$ cat src/hw/csr_consts.svh
// named offsets, bit positions, reset values and counts of the core register group
`ifndef CSR_CONSTS_SVH
`define CSR_CONSTS_SVH

// ---------------------------------------------------------------------------
// register indices (byte address is four times the index)
// ---------------------------------------------------------------------------
`define CSR_IDX_TIMER0        10'h001
`define CSR_IDX_STATUS        10'h003
`define CSR_IDX_PORT_B        10'h006
`define CSR_IDX_INTCTL        10'h00B
`define CSR_IDX_OPTIONS       10'h081
`define CSR_IDX_PIE           10'h08C

// ---------------------------------------------------------------------------
// alu_flags_and_bank_select fields
// ---------------------------------------------------------------------------
`define CSR_ST_IBS            7
`define CSR_ST_RP_HI          6
`define CSR_ST_RP_LO          5
`define CSR_ST_TO             4
`define CSR_ST_PD             3
`define CSR_ST_Z              2
`define CSR_ST_DC             1
`define CSR_ST_C              0
`define CSR_ST_RO_MASK        8'h18
`define CSR_ST_RESET          8'h18

// ---------------------------------------------------------------------------
// timer_prescaler_options fields
// ---------------------------------------------------------------------------
`define CSR_OPT_PU_DIS        7
`define CSR_OPT_INT_EDGE      6
`define CSR_OPT_T0_SRC        5
`define CSR_OPT_T0_EDGE       4
`define CSR_OPT_PS_ASSIGN     3
`define CSR_OPT_RATE_HI       2
`define CSR_OPT_RESET         8'hFF

// ---------------------------------------------------------------------------
// core_interrupt_control fields
// ---------------------------------------------------------------------------
`define CSR_IC_GEN            7
`define CSR_IC_PGEN           6
`define CSR_IC_T0IE           5
`define CSR_IC_EXTIE          4
`define CSR_IC_CHGIE          3
`define CSR_IC_T0IF           2
`define CSR_IC_EXTIF          1
`define CSR_IC_CHGIF          0
`define CSR_IC_RESET          8'h00
`define CSR_PIE_RESET         8'h00

// ---------------------------------------------------------------------------
// alu constants
// ---------------------------------------------------------------------------
`define CSR_NIBBLE_CARRY      4
`define CSR_BYTE_CARRY        8

`endif

$ cat src/hw/csr_pkg.sv
// types shared by the core register group
`default_nettype none
package csr_pkg;
  // alu operation presented by the instruction execution unit
  typedef enum logic [3:0] {
    CSR_OP_PASS = 4'h0,  // move, swap, bit set/clear: no flags touched
    CSR_OP_ADD  = 4'h1,
    CSR_OP_SUB  = 4'h2,
    CSR_OP_AND  = 4'h3,
    CSR_OP_IOR  = 4'h4,
    CSR_OP_XOR  = 4'h5,
    CSR_OP_ROL  = 4'h6,
    CSR_OP_ROR  = 4'h7,
    CSR_OP_CLR  = 4'h8
  } csr_alu_op_t;
endpackage
`default_nettype wire

$ cat src/hw/csr_timer0.sv
// timer0 counter with the shared prescaler and its watchdog routing
`default_nettype none
module csr_timer0 #(
  parameter int WIDTH = 8  // counter and prescaler width
) (
  input  wire logic             clock,
  input  wire logic             sys_rst,
  input  wire logic             src_sel,        // 1 = external pin
  input  wire logic             edge_sel,       // 1 = falling edge
  input  wire logic             assign_wdt,     // 1 = prescaler on watchdog
  input  wire logic [2:0]       rate,
  input  wire logic             clk_pin,
  input  wire logic             wr,             // software load
  input  wire logic [WIDTH-1:0] wdata,
  input  wire logic             wdt_base_tick,  // raw watchdog time base
  output logic      [WIDTH-1:0] count,
  output logic                  ovf,            // one-cycle overflow pulse
  output logic                  wdt_tick        // scaled watchdog tick
);
  // ---------------------------------------------------------------------------
  // elaboration check
  // ---------------------------------------------------------------------------
  if (WIDTH != 8) begin : g_chk
    $error("csr_timer0 supports only WIDTH 8");
  end

  logic             pin_q;    // last pin level for edge detection
  logic [WIDTH-1:0] pre_q;    // prescaler counter
  logic [WIDTH-1:0] cnt_q;    // timer0 count
  logic             ovf_q;    // overflow pulse
  logic             t0_ev;    // source event for timer0
  logic             pre_ev;   // event feeding the prescaler
  logic             pre_tick; // prescaler output tick
  logic             inc;      // timer0 increment
  logic [WIDTH-1:0] mask;     // divide mask for the current rate

  // divide mask: timer ratios start at 1:2, watchdog ratios at 1:1
  function automatic logic [WIDTH-1:0] rate_mask(input logic [2:0] r, input logic wdt);
    logic [WIDTH:0] m;
    m = wdt ? ((9'h001 << r) - 9'h001) : ((9'h002 << r) - 9'h001);
    return m[WIDTH-1:0];
  endfunction

  // ---------------------------------------------------------------------------
  // event selection
  // ---------------------------------------------------------------------------
  // internal source ticks every instruction cycle; pin source on one edge
  always_comb begin
    if (src_sel) begin
      t0_ev = edge_sel ? (pin_q & ~clk_pin) : (~pin_q & clk_pin);
    end else begin
      t0_ev = 1'b1;
    end
    pre_ev   = assign_wdt ? wdt_base_tick : t0_ev;
    mask     = rate_mask(rate, assign_wdt);
    pre_tick = pre_ev & ((pre_q & mask) == mask);
    inc      = assign_wdt ? t0_ev : pre_tick;
    wdt_tick = assign_wdt ? pre_tick : wdt_base_tick;
  end

  // pin history
  always_ff @(posedge clock) begin
    if (sys_rst) begin
      pin_q <= clk_pin;
    end else begin
      pin_q <= clk_pin;
    end
  end

  // prescaler; a timer load clears it while it is assigned to timer0 so the first period is whole
  always_ff @(posedge clock) begin
    if (sys_rst) begin
      pre_q <= '0;
    end else if (wr && !assign_wdt) begin
      pre_q <= '0;
    end else if (pre_ev) begin
      pre_q <= pre_q + 8'h01;
    end
  end

  // counter and overflow pulse
  always_ff @(posedge clock) begin
    if (sys_rst) begin
      cnt_q <= '0;
      ovf_q <= 1'b0;
    end else if (wr) begin
      cnt_q <= wdata;
      ovf_q <= 1'b0;
    end else begin
      ovf_q <= inc & (cnt_q == 8'hFF);
      if (inc) begin
        cnt_q <= cnt_q + 8'h01;
      end
    end
  end

  assign count = cnt_q;
  assign ovf   = ovf_q;
endmodule
`default_nettype wire

$ cat src/hw/csr_regs.sv
// core status, option and interrupt register group with apb access
//
// Local design decision: the APB register port.
`default_nettype none
`include "csr_consts.svh"
module csr_regs #(
  parameter int ADDR_W = 12  // apb byte address width
) (
  input  wire logic                 clock,
  input  wire logic                 sys_rst,
  // apb slave
  input  wire logic                 psel,
  input  wire logic                 penable,
  input  wire logic                 pwrite,
  input  wire logic [ADDR_W-1:0]    paddr,
  input  wire logic [31:0]          pwdata,
  input  wire logic [3:0]           pstrb,
  output logic      [31:0]          prdata,
  output logic                      pready,
  output logic                      pslverr,
  // instruction execution side
  input  wire logic                 alu_valid,        // one-cycle instruction strobe
  input  wire csr_pkg::csr_alu_op_t alu_op,
  input  wire logic [7:0]           alu_a,
  input  wire logic [7:0]           alu_b,
  input  wire logic                 alu_dest_status,  // result goes to status
  output logic      [7:0]           alu_result,
  input  wire logic                 watchdog_clear_instr,
  input  wire logic                 sleep_instr,
  input  wire logic                 watchdog_timeout,
  input  wire logic                 mem_indirect,     // access uses the pointer
  input  wire logic [6:0]           mem_direct_addr,
  input  wire logic [7:0]           mem_indirect_ptr,
  output logic      [8:0]           data_mem_addr,
  output logic                      indirect_bank_select,
  output logic      [1:0]           direct_bank_select,
  // pins and peripherals
  input  wire logic [7:0]           port_b_inputs,
  input  wire logic [7:0]           port_latch,
  output logic      [7:0]           pullup_en,
  input  wire logic                 ext_irq_pin,
  input  wire logic                 timer0_clock_pin,
  input  wire logic                 wdt_base_tick,
  output logic                      wdt_tick,
  output logic      [7:0]           timer0_count,
  input  wire logic [7:0]           periph_flags,
  output logic                      irq_req
);
  // ---------------------------------------------------------------------------
  // elaboration check
  // ---------------------------------------------------------------------------
  if (ADDR_W < 12 || ADDR_W > 32) begin : g_chk
    $error("csr_regs needs ADDR_W between 12 and 32");
  end

  logic [7:0]  st_q;        // alu_flags_and_bank_select
  logic [7:0]  st_d;
  logic [7:0]  opt_q;       // timer_prescaler_options
  logic [7:0]  ic_q;        // core_interrupt_control
  logic [7:0]  ic_d;
  logic [7:0]  pie_q;       // peripheral_interrupt_enables
  logic [31:0] rdata_q;     // read data captured in setup
  logic [8:0]  addr_q;      // registered data memory address
  logic [7:0]  res_q;       // registered alu result
  logic [3:0]  snap_q;      // upper port value at last port read
  logic        ext_q;       // last external pin level
  logic [7:0]  res;         // alu result
  logic        z_new;
  logic        dc_new;
  logic        c_new;
  logic [2:0]  upd;         // flags touched by the op: z, dc, c
  logic [9:0]  idx;         // word index
  logic        hit;         // address maps to a register
  logic [7:0]  rd_val;      // value read at the current index
  logic        wr_acc;      // apb write taken this edge
  logic        rd_acc;      // apb read taken this edge
  logic        t0_wr;
  logic        t0_ovf;
  logic        ext_edge;
  logic        mismatch;

  // byte lane 0 carries the whole register; only its strobe counts
  function automatic logic lane0_write(input logic [3:0] s);
    return s[0];
  endfunction

  // ---------------------------------------------------------------------------
  // apb decode
  // ---------------------------------------------------------------------------
  // word index of the byte address; misaligned addresses count as unmapped
  always_comb begin
    idx = paddr[11:2];
    hit = 1'b0;
    rd_val = 8'h00;
    if (paddr[1:0] != 2'b00 || (paddr >> 12) != '0) begin
      hit = 1'b0;  // outside the map
    end else if (idx == `CSR_IDX_STATUS) begin
      hit = 1'b1;
      rd_val = st_q;
    end else if (idx == `CSR_IDX_INTCTL) begin
      hit = 1'b1;
      rd_val = ic_q;
    end else if (idx == `CSR_IDX_OPTIONS) begin
      hit = 1'b1;
      rd_val = opt_q;
    end else if (idx == `CSR_IDX_PIE) begin
      hit = 1'b1;
      rd_val = pie_q;
    end else if (idx == `CSR_IDX_TIMER0) begin
      hit = 1'b1;
      rd_val = timer0_count;
    end else if (idx == `CSR_IDX_PORT_B) begin
      hit = 1'b1;
      rd_val = port_b_inputs;
    end
  end

  // zero wait state: every access phase completes in its first cycle
  assign pready  = 1'b1;
  assign pslverr = psel & penable & ~hit;
  assign wr_acc  = psel & penable & pwrite & hit & lane0_write(pstrb);
  assign rd_acc  = psel & penable & ~pwrite & hit;
  assign prdata  = rdata_q;

  // read data is captured in the setup cycle so prdata is a flop output
  always_ff @(posedge clock) begin
    if (sys_rst) begin
      rdata_q <= 32'h0000_0000;
    end else if (psel && !penable && !pwrite) begin
      rdata_q <= {24'h00_0000, rd_val};
    end
  end

  // ---------------------------------------------------------------------------
  // alu flag generation
  // ---------------------------------------------------------------------------
  // carries come straight from the 9-bit and 5-bit sums so polarity in
  // subtraction is an inverted borrow without any extra logic
  always_comb begin
    logic [8:0] sum;
    logic [4:0] nib;
    sum    = 9'h000;
    nib    = 5'h00;
    res    = alu_a;
    z_new  = 1'b0;
    dc_new = st_q[`CSR_ST_DC];
    c_new  = st_q[`CSR_ST_C];
    upd    = 3'b000;
    case (alu_op)
      csr_pkg::CSR_OP_ADD: begin
        sum    = {1'b0, alu_a} + {1'b0, alu_b};
        nib    = {1'b0, alu_a[3:0]} + {1'b0, alu_b[3:0]};
        res    = sum[7:0];
        dc_new = nib[`CSR_NIBBLE_CARRY];
        c_new  = sum[`CSR_BYTE_CARRY];
        upd    = 3'b111;
      end
      csr_pkg::CSR_OP_SUB: begin
        sum    = {1'b0, alu_a} + {1'b0, ~alu_b} + 9'h001;
        nib    = {1'b0, alu_a[3:0]} + {1'b0, ~alu_b[3:0]} + 5'h01;
        res    = sum[7:0];
        dc_new = nib[`CSR_NIBBLE_CARRY];
        c_new  = sum[`CSR_BYTE_CARRY];
        upd    = 3'b111;
      end
      csr_pkg::CSR_OP_AND: begin
        res = alu_a & alu_b;
        upd = 3'b100;
      end
      csr_pkg::CSR_OP_IOR: begin
        res = alu_a | alu_b;
        upd = 3'b100;
      end
      csr_pkg::CSR_OP_XOR: begin
        res = alu_a ^ alu_b;
        upd = 3'b100;
      end
      csr_pkg::CSR_OP_ROL: begin
        res   = {alu_a[6:0], st_q[`CSR_ST_C]};
        c_new = alu_a[7];
        upd   = 3'b001;
      end
      csr_pkg::CSR_OP_ROR: begin
        res   = {st_q[`CSR_ST_C], alu_a[7:1]};
        c_new = alu_a[0];
        upd   = 3'b001;
      end
      csr_pkg::CSR_OP_CLR: begin
        res = 8'h00;
        upd = 3'b100;
      end
      default: begin
        res = alu_a;  // pass-through ops leave every flag alone
        upd = 3'b000;
      end
    endcase
    z_new = (res == 8'h00);
  end

  // result register handed back to the core
  always_ff @(posedge clock) begin
    if (sys_rst) begin
      res_q <= 8'h00;
    end else if (alu_valid) begin
      res_q <= res;
    end
  end
  assign alu_result = res_q;

  // ---------------------------------------------------------------------------
  // status register
  // ---------------------------------------------------------------------------
  // order of precedence, lowest first: apb write, core write, flag update, power events
  always_comb begin
    logic [7:0] keep;
    keep = `CSR_ST_RO_MASK;
    st_d = st_q;
    if (wr_acc && idx == `CSR_IDX_STATUS) begin
      st_d = (pwdata[7:0] & ~keep) | (st_q & keep);
    end
    if (alu_valid && alu_dest_status) begin
      keep = keep | {5'b00000, {3{|upd}}};
      st_d = (res & ~keep) | (st_d & keep);
    end
    if (alu_valid) begin
      if (upd[2]) begin
        st_d[`CSR_ST_Z] = z_new;
      end
      if (upd[1]) begin
        st_d[`CSR_ST_DC] = dc_new;
      end
      if (upd[0]) begin
        st_d[`CSR_ST_C] = c_new;
      end
    end
    if (watchdog_clear_instr) begin
      st_d[`CSR_ST_TO] = 1'b1;
      st_d[`CSR_ST_PD] = 1'b1;
    end
    if (sleep_instr) begin
      st_d[`CSR_ST_TO] = 1'b1;
      st_d[`CSR_ST_PD] = 1'b0;
    end
    if (watchdog_timeout) begin
      st_d[`CSR_ST_TO] = 1'b0;
    end
  end

  // reset doubles as power-up: expiry and sleep flags read 1
  always_ff @(posedge clock) begin
    if (sys_rst) begin
      st_q <= `CSR_ST_RESET;
    end else begin
      st_q <= st_d;
    end
  end

  assign indirect_bank_select = st_q[`CSR_ST_IBS];
  assign direct_bank_select   = st_q[`CSR_ST_RP_HI:`CSR_ST_RP_LO];

  // data memory address, registered: one cycle after the request
  always_ff @(posedge clock) begin
    if (sys_rst) begin
      addr_q <= 9'h000;
    end else if (mem_indirect) begin
      addr_q <= {st_q[`CSR_ST_IBS], mem_indirect_ptr};
    end else begin
      addr_q <= {st_q[`CSR_ST_RP_HI:`CSR_ST_RP_LO], mem_direct_addr};
    end
  end
  assign data_mem_addr = addr_q;

  // ---------------------------------------------------------------------------
  // option and peripheral enable registers
  // ---------------------------------------------------------------------------
  always_ff @(posedge clock) begin
    if (sys_rst) begin
      opt_q <= `CSR_OPT_RESET;
    end else if (wr_acc && idx == `CSR_IDX_OPTIONS) begin
      opt_q <= pwdata[7:0];
    end
  end

  // one enable per peripheral source, bit 7 parallel port to bit 0 timer1
  always_ff @(posedge clock) begin
    if (sys_rst) begin
      pie_q <= `CSR_PIE_RESET;
    end else if (wr_acc && idx == `CSR_IDX_PIE) begin
      pie_q <= pwdata[7:0];
    end
  end

  // pull-ups follow the latch unless globally disabled
  assign pullup_en = opt_q[`CSR_OPT_PU_DIS] ? 8'h00 : port_latch;

  // ---------------------------------------------------------------------------
  // timer0 and prescaler
  // ---------------------------------------------------------------------------
  assign t0_wr = wr_acc && idx == `CSR_IDX_TIMER0;

  csr_timer0 #(
    .WIDTH (8)
  ) u_timer0 (
    .clock         (clock),
    .sys_rst       (sys_rst),
    .src_sel       (opt_q[`CSR_OPT_T0_SRC]),
    .edge_sel      (opt_q[`CSR_OPT_T0_EDGE]),
    .assign_wdt    (opt_q[`CSR_OPT_PS_ASSIGN]),
    .rate          (opt_q[`CSR_OPT_RATE_HI:0]),
    .clk_pin       (timer0_clock_pin),
    .wr            (t0_wr),
    .wdata         (pwdata[7:0]),
    .wdt_base_tick (wdt_base_tick),
    .count         (timer0_count),
    .ovf           (t0_ovf),
    .wdt_tick      (wdt_tick)
  );

  // ---------------------------------------------------------------------------
  // interrupt sources
  // ---------------------------------------------------------------------------
  // pin history and snapshot of the upper port taken on every port read
  always_ff @(posedge clock) begin
    if (sys_rst) begin
      ext_q  <= ext_irq_pin;
      snap_q <= 4'h0;
    end else begin
      ext_q <= ext_irq_pin;
      if (rd_acc && idx == `CSR_IDX_PORT_B) begin
        snap_q <= port_b_inputs[7:4];
      end
    end
  end

  assign ext_edge = opt_q[`CSR_OPT_INT_EDGE] ? (ext_irq_pin & ~ext_q)
                                              : (~ext_irq_pin & ext_q);
  // the mismatch keeps re-setting the flag until a port read resyncs it
  assign mismatch = port_b_inputs[7:4] != snap_q;

  // software writes first, hardware sets last so a set is never lost
  always_comb begin
    ic_d = ic_q;
    if (wr_acc && idx == `CSR_IDX_INTCTL) begin
      ic_d = pwdata[7:0];
    end
    if (t0_ovf) begin
      ic_d[`CSR_IC_T0IF] = 1'b1;
    end
    if (ext_edge) begin
      ic_d[`CSR_IC_EXTIF] = 1'b1;
    end
    if (mismatch) begin
      ic_d[`CSR_IC_CHGIF] = 1'b1;
    end
  end

  always_ff @(posedge clock) begin
    if (sys_rst) begin
      ic_q <= `CSR_IC_RESET;
    end else begin
      ic_q <= ic_d;
    end
  end

  // request: global gate over core sources and the peripheral group
  assign irq_req = ic_q[`CSR_IC_GEN] &
                   ((ic_q[`CSR_IC_T0IE] & ic_q[`CSR_IC_T0IF]) |
                    (ic_q[`CSR_IC_EXTIE] & ic_q[`CSR_IC_EXTIF]) |
                    (ic_q[`CSR_IC_CHGIE] & ic_q[`CSR_IC_CHGIF]) |
                    (ic_q[`CSR_IC_PGEN] & |(pie_q & periph_flags)));
endmodule
`default_nettype wire

$ cat config.mk
export PLATFORM = sky130hd
export DESIGN_NAME = csr_regs
export DESIGN_NICKNAME = d
export VERILOG_FILES = /design/src/hw/csr_pkg.sv /design/src/hw/csr_timer0.sv /design/src/hw/csr_regs.sv
export VERILOG_INCLUDE_DIRS = /design/src /design/src/hw
export SDC_FILE = /design/constraint.sdc
export NUM_CORES = 1
export LEC_CHECK = 0
export BUFFER_PORTS_ARGS = -buffer_cell sky130_fd_sc_hd__clkbuf_2
export CORE_MARGIN = 3
export CORE_UTILIZATION = 52
export CTS_CLUSTER_DIAMETER = 120
export DETAILED_ROUTE_END_ITERATION = 12
export PLACE_DENSITY = 0.81
export SETUP_SLACK_MARGIN = 0.4
export SYNTH_ARGS = -nofsm -noshare
export SYNTH_HDL_FRONTEND = slang
export SYNTH_SLANG_ARGS = --single-unit
$ cat constraint.sdc
create_clock -name clock -period 4.1 [get_ports clock]
set_input_delay 0.82 -clock clock [delete_from_list [all_inputs] [get_ports clock]]
set_output_delay 0.82 -clock clock [all_outputs]
set_load 0.05 [all_outputs]
# --- After elaboration in Yosys (flattened, before gate mapping) ---
# Cells that the tools add are included.
op_classes:
  addsub: 10
  multipliers: 0
  n_div: 0
  n_lt_le_gt_ge: 0
  eq_ne: 19
  shifts: 2
  n_mux: 42
  n_bitwise: 39
  reduce_logical: 26
op_table:
  columns: ["cell", "count"]
  rows:
  - ["two-way mux 8 bit", 13]
  - ["case mux 8 bit (8 select lines)", 1]
  - ["bitwise AND 8 bit", 4]
  - ["equality test 10 x 8 -> 1 bit (second input constant)", 2]
  - ["two-way mux 1 bit", 20]
  - ["adder 8 x 8 -> 9 bit", 2]
  - ["bitwise AND 1 bit", 18]
  - ["adder 8 x 1 -> 8 bit (second input constant)", 2]
  - ["equality test 4 x 3 -> 1 bit (second input constant)", 4]
  - ["OR 8 bit", 2]
  - ["subtractor 8 x 1 -> 8 bit (second input constant)", 2]
  - ["adder 4 x 4 -> 5 bit", 2]
  - ["equality test 10 x 1 -> 1 bit (second input constant)", 1]
  - ["equality test 10 x 2 -> 1 bit (second input constant)", 1]
  - ["equality test 10 x 3 -> 1 bit (second input constant)", 1]
  - ["equality test 10 x 4 -> 1 bit (second input constant)", 1]
  - ["logical AND 1 bit", 10]
  - ["nonzero test 2 bit", 5]
  - ["adder 9 x 1 -> 9 bit (second input constant)", 1]
  - ["two-way mux 9 bit", 1]
  - ["case mux 3 bit (3 select lines)", 1]
  - ["bitwise AND 8 x 5 -> 8 bit", 1]
  - ["equality test 4 x 2 -> 1 bit (second input constant)", 2]
  - ["equality test 8 bit", 1]
  - ["26 further kinds", 40]
word_totals:
  reg_bits: 80
  latchBits: 0
  ramBits: 0
  rom_bits: 0
  out_inout_bits: 72
  n_memories: 0

# --- Longest topological paths before layout ---
# Gate-level depths: netlist of run 1.
depth:
  depth_word: 18
  depth_mapped: 12
  depth_no_buf: 11

# --- By module ---
# Synthesis of run 1 repeated with hierarchy kept, for this count alone.
unflattened:
  cells_unflattened: 774
  area_unflattened_um2: 6279.8
by_module_without_submodules:
  columns: ["module", "n_inst", "cells_each", "area_each_um2", "seq_area_each_um2"]
  rows:
  - ["csr_regs", 1, 613, 4939.7, 1241.2]
  - ["csr_timer0", 1, 161, 1340.0, 360.3]

# --- Least setup slack after synthesis of run 1 ---
# OpenSTA, ideal clock, no wires.
synth_timing:
  kind: "register to output"
  from: "register opt_q[0]"
  to: "output wdt_tick"
  arrival_ns: 2.420
  t_required_ns: 3.280
  setup_slack_ns: 0.860
  stages_incl_launch_ff: 10
  n_path_buf: 0
  path_cell_list: "dfxtp_1 > inv_1 > ha_1 > nand2_1 > ha_1 > or3b_2 > nand4b_1 > a31oi_1 > nor4_1 > o21a_1"
synth_via:
  elab_chain_cells: 7
synth_lines:
  columns: ["item", "line", "source"]
  rows:
  - ["start: declaration", "csr_regs.sv:58", "logic [7:0] opt_q;"]
  - ["start signal: assignment", "csr_regs.sv:278", "opt_q <= `CSR_OPT_RESET;"]
  - ["start signal: assignment", "csr_regs.sv:280", "opt_q <= pwdata[7:0];"]
  - ["<< shifter 2 x 3 -> 8 bit / << shifter 1 x 3 -> 8 bit (equally long branches)", "csr_timer0.sv:40", "m = wdt ? ((9'h001 << r) - 9'h001) : ((9'h002 << r) - 9'h001);"]
  - ["subtractor 8 x 1 -> 8 bit", "csr_timer0.sv:40", null]
  - ["two-way mux 8 bit *", "csr_timer0.sv:40", null]
  - ["bitwise AND 8 bit", "csr_timer0.sv:56", "pre_tick = pre_ev & ((pre_q & mask) == mask);"]
  - ["equality test 8 bit *", "csr_timer0.sv:56", null]
  - ["bitwise AND 1 bit *", "csr_timer0.sv:56", null]
  - ["two-way mux 1 bit *", "csr_timer0.sv:58", "wdt_tick = assign_wdt ? pre_tick : wdt_base_tick;"]
  - ["end: declaration", "csr_regs.sv:44", "output logic wdt_tick,"]
# Every way passes the cells marked *; elsewhere a longest branch is shown, timed or not.

# --- Worst setup path after layout of run 1 ---
# Ends and elaborated chain as after synthesis.

==> Flow_metrics.wiki, run 1 <==
{| class="wikitable"
! Metric !! Value
|-
| Reg-to-reg endpoint || u_timer0.count[0]$_SDFFE_PP0P_
|-
| Register-to-register setup slack || 0.83 ns
|-
| Xor and xnor fraction of the mapped netlist area || 0.03448
|-
| All-Layer GR Usage || 0.2575
|-
| Unrepaired setup endpoints after global routing || no
|-
| Number of max-slew violations in the final report || 0
|-
| Die outline area || 13060 sq um
|-
| Hold Violations, Final || 0
|-
| Count leader, synth || sky130_fd_sc_hd__dfxtp_1
|-
| Core Rows || 38
|-
| Routability congestion estimate from global placement || 0.9219
|-
| Reg2reg start || opt_q[0]$_SDFFE_PP1P_
|-
| DRT Pass-1 Iters || 5
|-
| Clock Root Buffer || sky130_fd_sc_hd__clkbuf_16
|-
| Seq/Total Area, Yosys || 0.2627
|-
| Leading cell types by total area after synthesis || sky130_fd_sc_hd__dfxtp_1 26%, sky130_fd_sc_hd__mux2i_1 9.2%, sky130_fd_sc_hd__ha_1 7.0%, sky130_fd_sc_hd__nor2_1 4.7%, sky130_fd_sc_hd__buf_4 3.7%
|-
| Worst max-slew margin expressed relative to the limit || 0.4995
|-
| Clock buffer count from CTS || 9
|-
| Gate count after technology mapping || 727
|-
| Number of filler instances in the final layout || slightly below 1000
|-
| Number of buffers inserted by hold repair at cts || 0
|-
| Dominant register cell in the synthesized netlist || sky130_fd_sc_hd__dfxtp_1
|-
| Cell Count, Final, Fillers Out || just under 1000
|-
| Complex-gate fraction of the synthesized area || 0.2013
|-
| Vias per inst || approximately 6.0
|-
| Number of enable flip-flop cells after synthesis || 0
|-
| Synthesis-to-layout area growth || 16.05%
|-
| Overall die width || 114.3 um
|-
| Syn_area_per_cell || 8.387 sq um
|-
| Area taken by multi-input logic gates || 4070 sq um
|-
| First-pass GRT wire length || 27.54 mm
|-
| Cell count after placement || 971
|-
| Finished Core Util || 0.6360
|-
| Leakage || 3.180 nW
|-
| Worst-case hold slack || roughly 0.46 ns
|-
| Post-Route Skew || approximately 0.0085 ns
|-
| Combinational family with the most area after synthesis || simple AND/OR/NAND/NOR gates
|-
| Required @ worst endpoint || around 3.3 ns
|-
| Max rail drop VDD || ~0.23 mV
|-
| Post-DP Area || 6743 sq um
|-
| Number of flip-flops in the largest register || 9
|-
| Core area || 11130 sq um
|-
| Setup TNS || 0 ns
|-
| Final net count || 999
|-
| Worst r2r path cells || 11
|-
| Share of the synthesized area in the top cell type || 0.2627
|-
| Critical setup path kind || flip-flop to output pin
|-
| Largest net degree at the start of global routing || 72
|-
| Ys async rst share || 0
|-
| IO buf count || 140
|-
| Post-route clock period utilization || 0.8690
|-
| Share of synthesized cell area in and, or, nand and nor gates || 0.2136
|-
| Kind of launch point of the worst setup path || flip-flop
|-
| Worst-margin pin slew || between 0.7 and 0.8 ns
|-
| Flop and latch count out of synthesis || 80
|-
| Adder-cell share of the synthesized area || 0.07634
|-
| Number of diodes added for antenna fixing || 0
|-
| Area of the mapped netlist || between 6000 and 7000 sq um
|-
| Number of DRC markers in iteration 0 || 606
|-
| Count of endpoints failing setup in the final report || 0
|-
| Detailed placer's ending HPWL || 12.73 mm
|-
| H-tree levels || 3
|-
| Fraction of layout instances using a drive strength above 1 || 0.2444
|-
| Max Freq || 280.7 MHz
|-
| Launch point of the worst hold path || u_timer0.ovf$_SDFF_PP0_
|-
| Critical Path End Type || output pin
|-
| Insertion delay to the later sink of the worst-skew pair || approximately 0.33 ns
|-
| TritonCTS clock tree || yes
|-
| Fraction of synthesized area in multiplexers || 0.1239
|-
| Initial antenna violation count || 0
|-
| Final critical delay including setup and external delays || 3.563 ns
|-
| Clock tree sinks || 80
|-
| Data arrival time of the worst path || roughly 2.7 ns
|-
| Initial Util || 0.5480
|-
| Number of vias after detailed routing || 5920
|-
| # IOs || 193
|-
| Count of unresolved DRC violations after routing || 0
|-
| Maximum net fanout on the critical path || 8
|-
| Clock-pin slew on the worst setup and hold paths || about 0.06 ns
|-
| Sum of overflow across all layers after global routing || 0
|-
| Number of global-route vias before repair || 5479
|-
| Number of distinct library cells after synthesis || 77
|-
| Drt wl/cell || 17.24 um
|-
| Path type of the worst min-delay path || flip-flop to flip-flop
|-
| Clock tree buffer depth || 2
|-
| Outcome || finished clean
|-
| Synth warn || 0
|-
| Total area of sequential cells || 1607 sq um
|-
| Vertical extent of the die || ~110 um
|-
| Post-Layout Inst Area || about 7100 sq um
|-
| Final Routed Wirelength || 17.01 mm
|-
| Top cells by count, synth || 80 x sky130_fd_sc_hd__dfxtp_1, 77 x sky130_fd_sc_hd__nor2_1, 56 x sky130_fd_sc_hd__mux2i_1
|-
| Maximum capacitance violations || 0
|-
| Top cell type by total area after synthesis || sky130_fd_sc_hd__dfxtp_1
|-
| Worst setup path startpoint || opt_q[0]$_SDFFE_PP1P_
|-
| Power per cell area || 300.6 nW/um^2
|-
| Number of nets with antenna violations after detailed routing || 0
|-
| Worst hold path endpoint || ic_q[2]$_SDFFE_PP0P_
|-
| Depth of the worst hold-timing path || 2
|}
==> worst max path at each step <==
stage,slack [ns],cells after the start,to
2_1_floorplan,0.86,9,wdt_tick
3_3_place_gp,0.52,10,st_q[2]$_SDFF_PP0_
3_5_place_dp,0.45,10,st_q[2]$_SDFF_PP0_
4_1_cts,0.42,10,wdt_tick
5_1_grt,0.42,10,wdt_tick
6_report,0.54,10,wdt_tick
==> placed cells by master, fill, tap and decap left out, types with 8 or more instances in the layout <==
cell / instances
sky130_fd_sc_hd__clkbuf_2: 139
sky130_fd_sc_hd__nor2_1: 77
sky130_fd_sc_hd__dfxtp_1: 76
sky130_fd_sc_hd__mux2i_1: 56
sky130_fd_sc_hd__nand2_1: 38
sky130_fd_sc_hd__a21oi_1: 36
sky130_fd_sc_hd__inv_1: 36
sky130_fd_sc_hd__ha_1: 32
sky130_fd_sc_hd__conb_1: 25
sky130_fd_sc_hd__nor2b_1: 23
sky130_fd_sc_hd__a22oi_1: 17
sky130_fd_sc_hd__xor2_1: 17
sky130_fd_sc_hd__a211oi_1: 17
sky130_fd_sc_hd__o21ai_0: 16
sky130_fd_sc_hd__a221oi_1: 15
sky130_fd_sc_hd__nand3_1: 14
sky130_fd_sc_hd__nor3_1: 13
sky130_fd_sc_hd__nand2b_1: 12
sky130_fd_sc_hd__buf_4: 10
sky130_fd_sc_hd__a31oi_1: 9
sky130_fd_sc_hd__clkbuf_16: 9
sky130_fd_sc_hd__mux2_2: 8
sky130_fd_sc_hd__o21bai_1: 8
sky130_fd_sc_hd__a211o_1: 8
==> critical path: stages, from the launching register on <==
cell and delay [ns]:
sky130_fd_sc_hd__dfxtp_2 0.35, sky130_fd_sc_hd__inv_1 0.07, sky130_fd_sc_hd__ha_2 0.33, sky130_fd_sc_hd__nand2_1 0.11, sky130_fd_sc_hd__ha_4 0.18, sky130_fd_sc_hd__or3b_2 0.44, sky130_fd_sc_hd__a21o_1 0.17, sky130_fd_sc_hd__a31oi_1 0.31
sky130_fd_sc_hd__nor4_1 0.12, sky130_fd_sc_hd__o21a_1 0.19, sky130_fd_sc_hd__buf_6 0.15
==> per-layer routing <==
layer	GRT usage	routed length, um	up-vias
li1	-	-	2833
met1	0.3599	7397	2729
met2	0.4083	7648	319
met3	0.04281	1498	39
met4	0.07918	468	0
met5	0	0	-
==> report_power, final <==
| group | total (mW) | switching [mW] | internal, mW | leakage, nW |
|---|---|---|---|---|
| logic | 0.488 | 0.323 | 0.165 | 2.38 |
| clock network | 0.819 | 0.328 | 0.490 | 0.145 |
| registers | 0.820 | 0.0195 | 0.801 | 0.650 |
==> through the flow <==
| step | setup WS [ns] | power [mW] |
|---|---|---|
| final | 0.5371 | 2.127 |
| after global routing | 0.4245 | 2.211 |
| after CTS | 0.4210 | 2.129 |
| after detailed placement | 0.4547 | 1.318 |
| after global placement | 0.5229 | 1.311 |
| after floorplan | 0.8596 | 1.192 |
==> timing repair <==
item                       in CTS  in global routing
cloned                          0                  0
pin swaps                       1                  1
gates resized for setup         3                  7
buffers inserted                0                  0
setup endpoints to repair       1                  1
==> layout make-up <==
class                   count  area share
inverters                  36     0.01910
flip-flops and latches     80      0.2271
repair buffers            150      0.1105
multi-input cells         565      0.5752
clock buffers              10     0.03378
well taps                 140     0.02476
clock inverters             6    0.009549
==> logic make-up after synthesis <==
logic type,count (synthesis)
buffers and inverters,105
adder cells (fa/ha/maj),36
AO/OA/AOI/OAI,171
other,2
flip-flops,80
AND/OR/NAND/NOR,240
multiplexers,69
XOR/XNOR,24
(Power assumes the default switching activity.)
==> inputs of run 2 (changes only) <==
--- a/config.mk
+++ b/config.mk
@@ -7,11 +7,9 @@
 export NUM_CORES = 1
 export LEC_CHECK = 0
 export BUFFER_PORTS_ARGS = -buffer_cell sky130_fd_sc_hd__clkbuf_2
-export CORE_MARGIN = 3
-export CORE_UTILIZATION = 52
+export CORE_UTILIZATION = 31
 export CTS_CLUSTER_DIAMETER = 120
 export DETAILED_ROUTE_END_ITERATION = 12
-export PLACE_DENSITY = 0.81
 export SETUP_SLACK_MARGIN = 0.4
 export SYNTH_ARGS = -nofsm -noshare
 export SYNTH_HDL_FRONTEND = slang
==> constraint.sdc (replaced) <==
create_clock -name clock -period 4.1 [get_ports clock]
set_input_delay 0.41 -clock clock [delete_from_list [all_inputs] [get_ports clock]]
set_output_delay 0.41 -clock clock [all_outputs]
set_load 0.05 [all_outputs]
==> Flow_metrics.wiki, run 2 (synthesis gave the netlist of run 1 again) <==
{| class="wikitable"
! Metric !! Value
|-
| Outcome || finished clean (unchanged)
|-
| DRT Pass-1 Iters || 5 (unchanged)
|-
| Maximum capacitance violations || 0 (unchanged)
|-
| Worst-margin pin slew || 0.7999 ns (was 0.7507 ns)
|-
| Post-Route Skew || 0.007028 ns (was 0.008510 ns)
|-
| Net switching fraction of the power || 0.3040 (was 0.3154)
|-
| Critical Path End Type || output pin (unchanged)
|-
| All-Layer GR Usage || 0.1714 (was 0.2575)
|-
| Max rail drop VDD || 0.1930 mV (was 0.2306 mV)
|-
| H-tree levels || 3 (unchanged)
|-
| Count of unresolved DRC violations after routing || 0 (unchanged)
|-
| Insertion delay to the later sink of the worst-skew pair || 0.33 ns (about the same)
|-
| Number of filler instances in the final layout || 1990 (was 967)
|-
| Core area || 19020 sq um (was 11130 sq um)
|-
| Clock tree buffer depth || 2 (unchanged)
|-
| Path type of the worst min-delay path || input port to flip-flop (was flip-flop to flip-flop)
|-
| Quantity of gates resized following cts || 0 (was 3)
|-
| Vias per inst || 5.119 (was 5.998)
|-
| Proportion of power drawn by combinational gates || 0.227 (was 0.229)
|-
| Number of global-route vias before repair || 5247 (was 5479)
|-
| Most frequent cells in the layout || 140 x sky130_fd_sc_hd__clkbuf_2, 80 x sky130_fd_sc_hd__dfxtp_1, 77 x sky130_fd_sc_hd__nor2_1 (was 139 x sky130_fd_sc_hd__clkbuf_2, 77 x sky130_fd_sc_hd__nor2_1, 76 x sky130_fd_sc_hd__dfxtp_1)
|-
| TritonCTS clock tree || yes (unchanged)
|-
| Overall die width || 142.2 um (was 114.3 um)
|-
| CP max stage cell || sky130_fd_sc_hd__or3b_2 (unchanged)
|-
| # IOs || 193 (unchanged)
|-
| Kind of launch point of the worst setup path || flip-flop (unchanged)
|-
| Number of diodes added for antenna fixing || 0 (unchanged)
|-
| Initial antenna violation count || 0 (unchanged)
|-
| Design internal power || 1.480 mW (was 1.456 mW)
|-
| Core Rows || 50 (was 38)
|-
| Number of vias after detailed routing || 5641 (was 5920)
|-
| Synthesis-to-layout area growth || 17.87% (was 16.05%)
|-
| Area taken by multi-input logic gates || 4066 sq um (was 4070 sq um)
|-
| Power dissipated by switching net loads || 0.6462 mW (was 0.6710 mW)
|-
| Clock buffer count from CTS || 9 (unchanged)
|-
| Routability congestion estimate from global placement || 0.8569 (was 0.9219)
|-
| Number of buffers inserted by hold repair at cts || 0 (unchanged)
|-
| Die outline area || 20230 sq um (was 13060 sq um)
|-
| Largest net degree at the start of global routing || 72 (unchanged)
|-
| Total area of sequential cells || 1602 sq um (was 1607 sq um)
|-
| Setup TNS || 0 ns (unchanged)
|-
| Clock-pin slew on the worst setup and hold paths || 0.06 ns (about the same)
|-
| Detailed placer's ending HPWL || 13.12 mm (was 12.73 mm)
|-
| Maximum net fanout on the critical path || 11 (was 8)
|-
| Unrepaired setup endpoints after global routing || no (unchanged)
|-
| Hold Violations, Final || 0 (unchanged)
|-
| Critical setup path kind || flip-flop to output pin (unchanged)
|-
| Worst-case hold slack || 0.2201 ns (was 0.4552 ns)
|-
| Post-route clock period utilization || 0.8586 (was 0.8690)
|-
| Number of DRC markers in iteration 0 || 393 (was 606)
|-
| Clock tree sinks || 80 (unchanged)
|-
| Postcts setup bufs || 0 (unchanged)
|-
| Final critical delay including setup and external delays || 3.520 ns (was 3.563 ns)
|-
| Final Routed Wirelength || 17.35 mm (was 17.01 mm)
|-
| Vertical extent of the die || 142.2 um (was 114.3 um)
|-
| Worst max-slew margin expressed relative to the limit || 0.4667 (was 0.4995)
|-
| Leakage || 3.172 nW (was 3.180 nW)
|-
| Drt wl/cell || 15.74 um (was 17.24 um)
|-
| IO buf count || 140 (unchanged)
|-
| Number of max-slew violations in the final report || 0 (unchanged)
|-
| Stage delay of the slowest cell on the critical path || 0.49 ns (was 0.44 ns)
|-
| Clock Root Buffer || sky130_fd_sc_hd__clkbuf_16 (unchanged)
|-
| Initial Util || 0.3206 (was 0.5480)
|-
| Cells traversed along the worst timing path || inv_1, ha_1, nand2_1, ha_1, or3b_2, nand4b_1, a31oi_1, nor4_1, o21a_1, clkbuf_2 (was inv_1, ha_2, nand2_1, ha_4, or3b_2, a21o_1, a31oi_1, nor4_1, o21a_1, buf_6)
|-
| Number of nets with antenna violations after detailed routing || 0 (unchanged)
|-
| Number of flip-flops in the largest register || 9 (unchanged)
|-
| Final net count || 996 (was 999)
|-
| Critical Path Most Common Cell || sky130_fd_sc_hd__ha_1
|-
| Most common cell after layout, fill and taps aside || sky130_fd_sc_hd__clkbuf_2 (unchanged)
|-
| Part of the power in the clock network || 0.387 (was 0.385)
|-
| Sum of overflow across all layers after global routing || 0 (unchanged)
|-
| Required @ worst endpoint || 3.69 ns (was 3.28 ns)
|-
| Fraction of layout instances using a drive strength above 1 || 0.2328 (was 0.2444)
|-
| First-pass GRT wire length || 27.18 mm (was 27.54 mm)
|-
| Data arrival time of the worst path || 3.11 ns (was 2.74 ns)
|-
| Max Freq || 284.1 MHz (was 280.7 MHz)
|-
| Power share of the sequential group || 0.385 (was 0.386)
|-
| Count of endpoints failing setup in the final report || 0 (unchanged)
|-
| Power per cell area || 295.8 nW/um^2 (was 300.6 nW/um^2)
|}
==> run 2: final cells by class <==
class	count	share of cell area
multi-input combinational	565	0.5658
clock buffer	12	0.03708
timing repair buffer	147	0.1048
clock inverter	2	0.005397
sequential	80	0.2228
inverter	36	0.01880
tap	260	0.04526
==> run 2: power groups by stage <==
stage          clock network [mW]  registers, mW  logic (mW)
2_1_floorplan                   0          0.882       0.310
3_3_place_gp                    0          0.836       0.479
3_5_place_dp                    0          0.837       0.483
6_report                    0.823          0.819       0.483
5_1_grt                     0.878          0.823       0.529
4_1_cts                     0.847          0.820       0.484
==> run 2: per-stage QoR <==
stage          instances    util  power [mW]  instance area [sq um]  worst slack, ns
6_report            1102  0.3779       2.126                   7187           0.5799
5_1_grt             1102  0.3779       2.229                   7187           0.4667
4_1_cts             1102  0.3773       2.152                   7176           0.6280
3_5_place_dp        1088  0.3613       1.320                   6870           0.6798
3_3_place_gp        1088  0.3613       1.315                   6870           0.7240
2_1_floorplan        750       -       1.192                   6183            1.160
==> run 2: worst max-delay path: cells and delay by family, from the launching register on <==
family | cells | cell delay (ns)
AO/OA/AOI/OAI | 2 | 0.32
adder cells (fa/ha/maj) | 2 | 0.65
buffers and inverters | 2 | 0.34
flip-flops | 1 | 0.37
AND/OR/NAND/NOR | 4 | 1.11
==> run 2: per-layer routing <==
| layer | global-route usage | wire [um] |
|---|---|---|
| met5 | 0 | 0 |
| met4 | 0.04980 | 282 |
| met3 | 0.03802 | 919 |
| met2 | 0.2802 | 8096 |
| met1 | 0.2245 | 8047 |
==> run 2: path summary, 6_finish.rpt <==
kind                           start                        endpoint  slack, ns  cells after the start
max            opt_q[0]$_SDFFE_PP1P_                        wdt_tick       0.58                     10
max reg2reg    opt_q[0]$_SDFFE_PP1P_  u_timer0.count[0]$_SDFFE_PP0P_       0.78                     11
min                      ext_irq_pin                   ext_q$_DFF_P_       0.22                      1
min reg2reg  u_timer0.ovf$_SDFF_PP0_            ic_q[2]$_SDFFE_PP0P_       0.42                      2
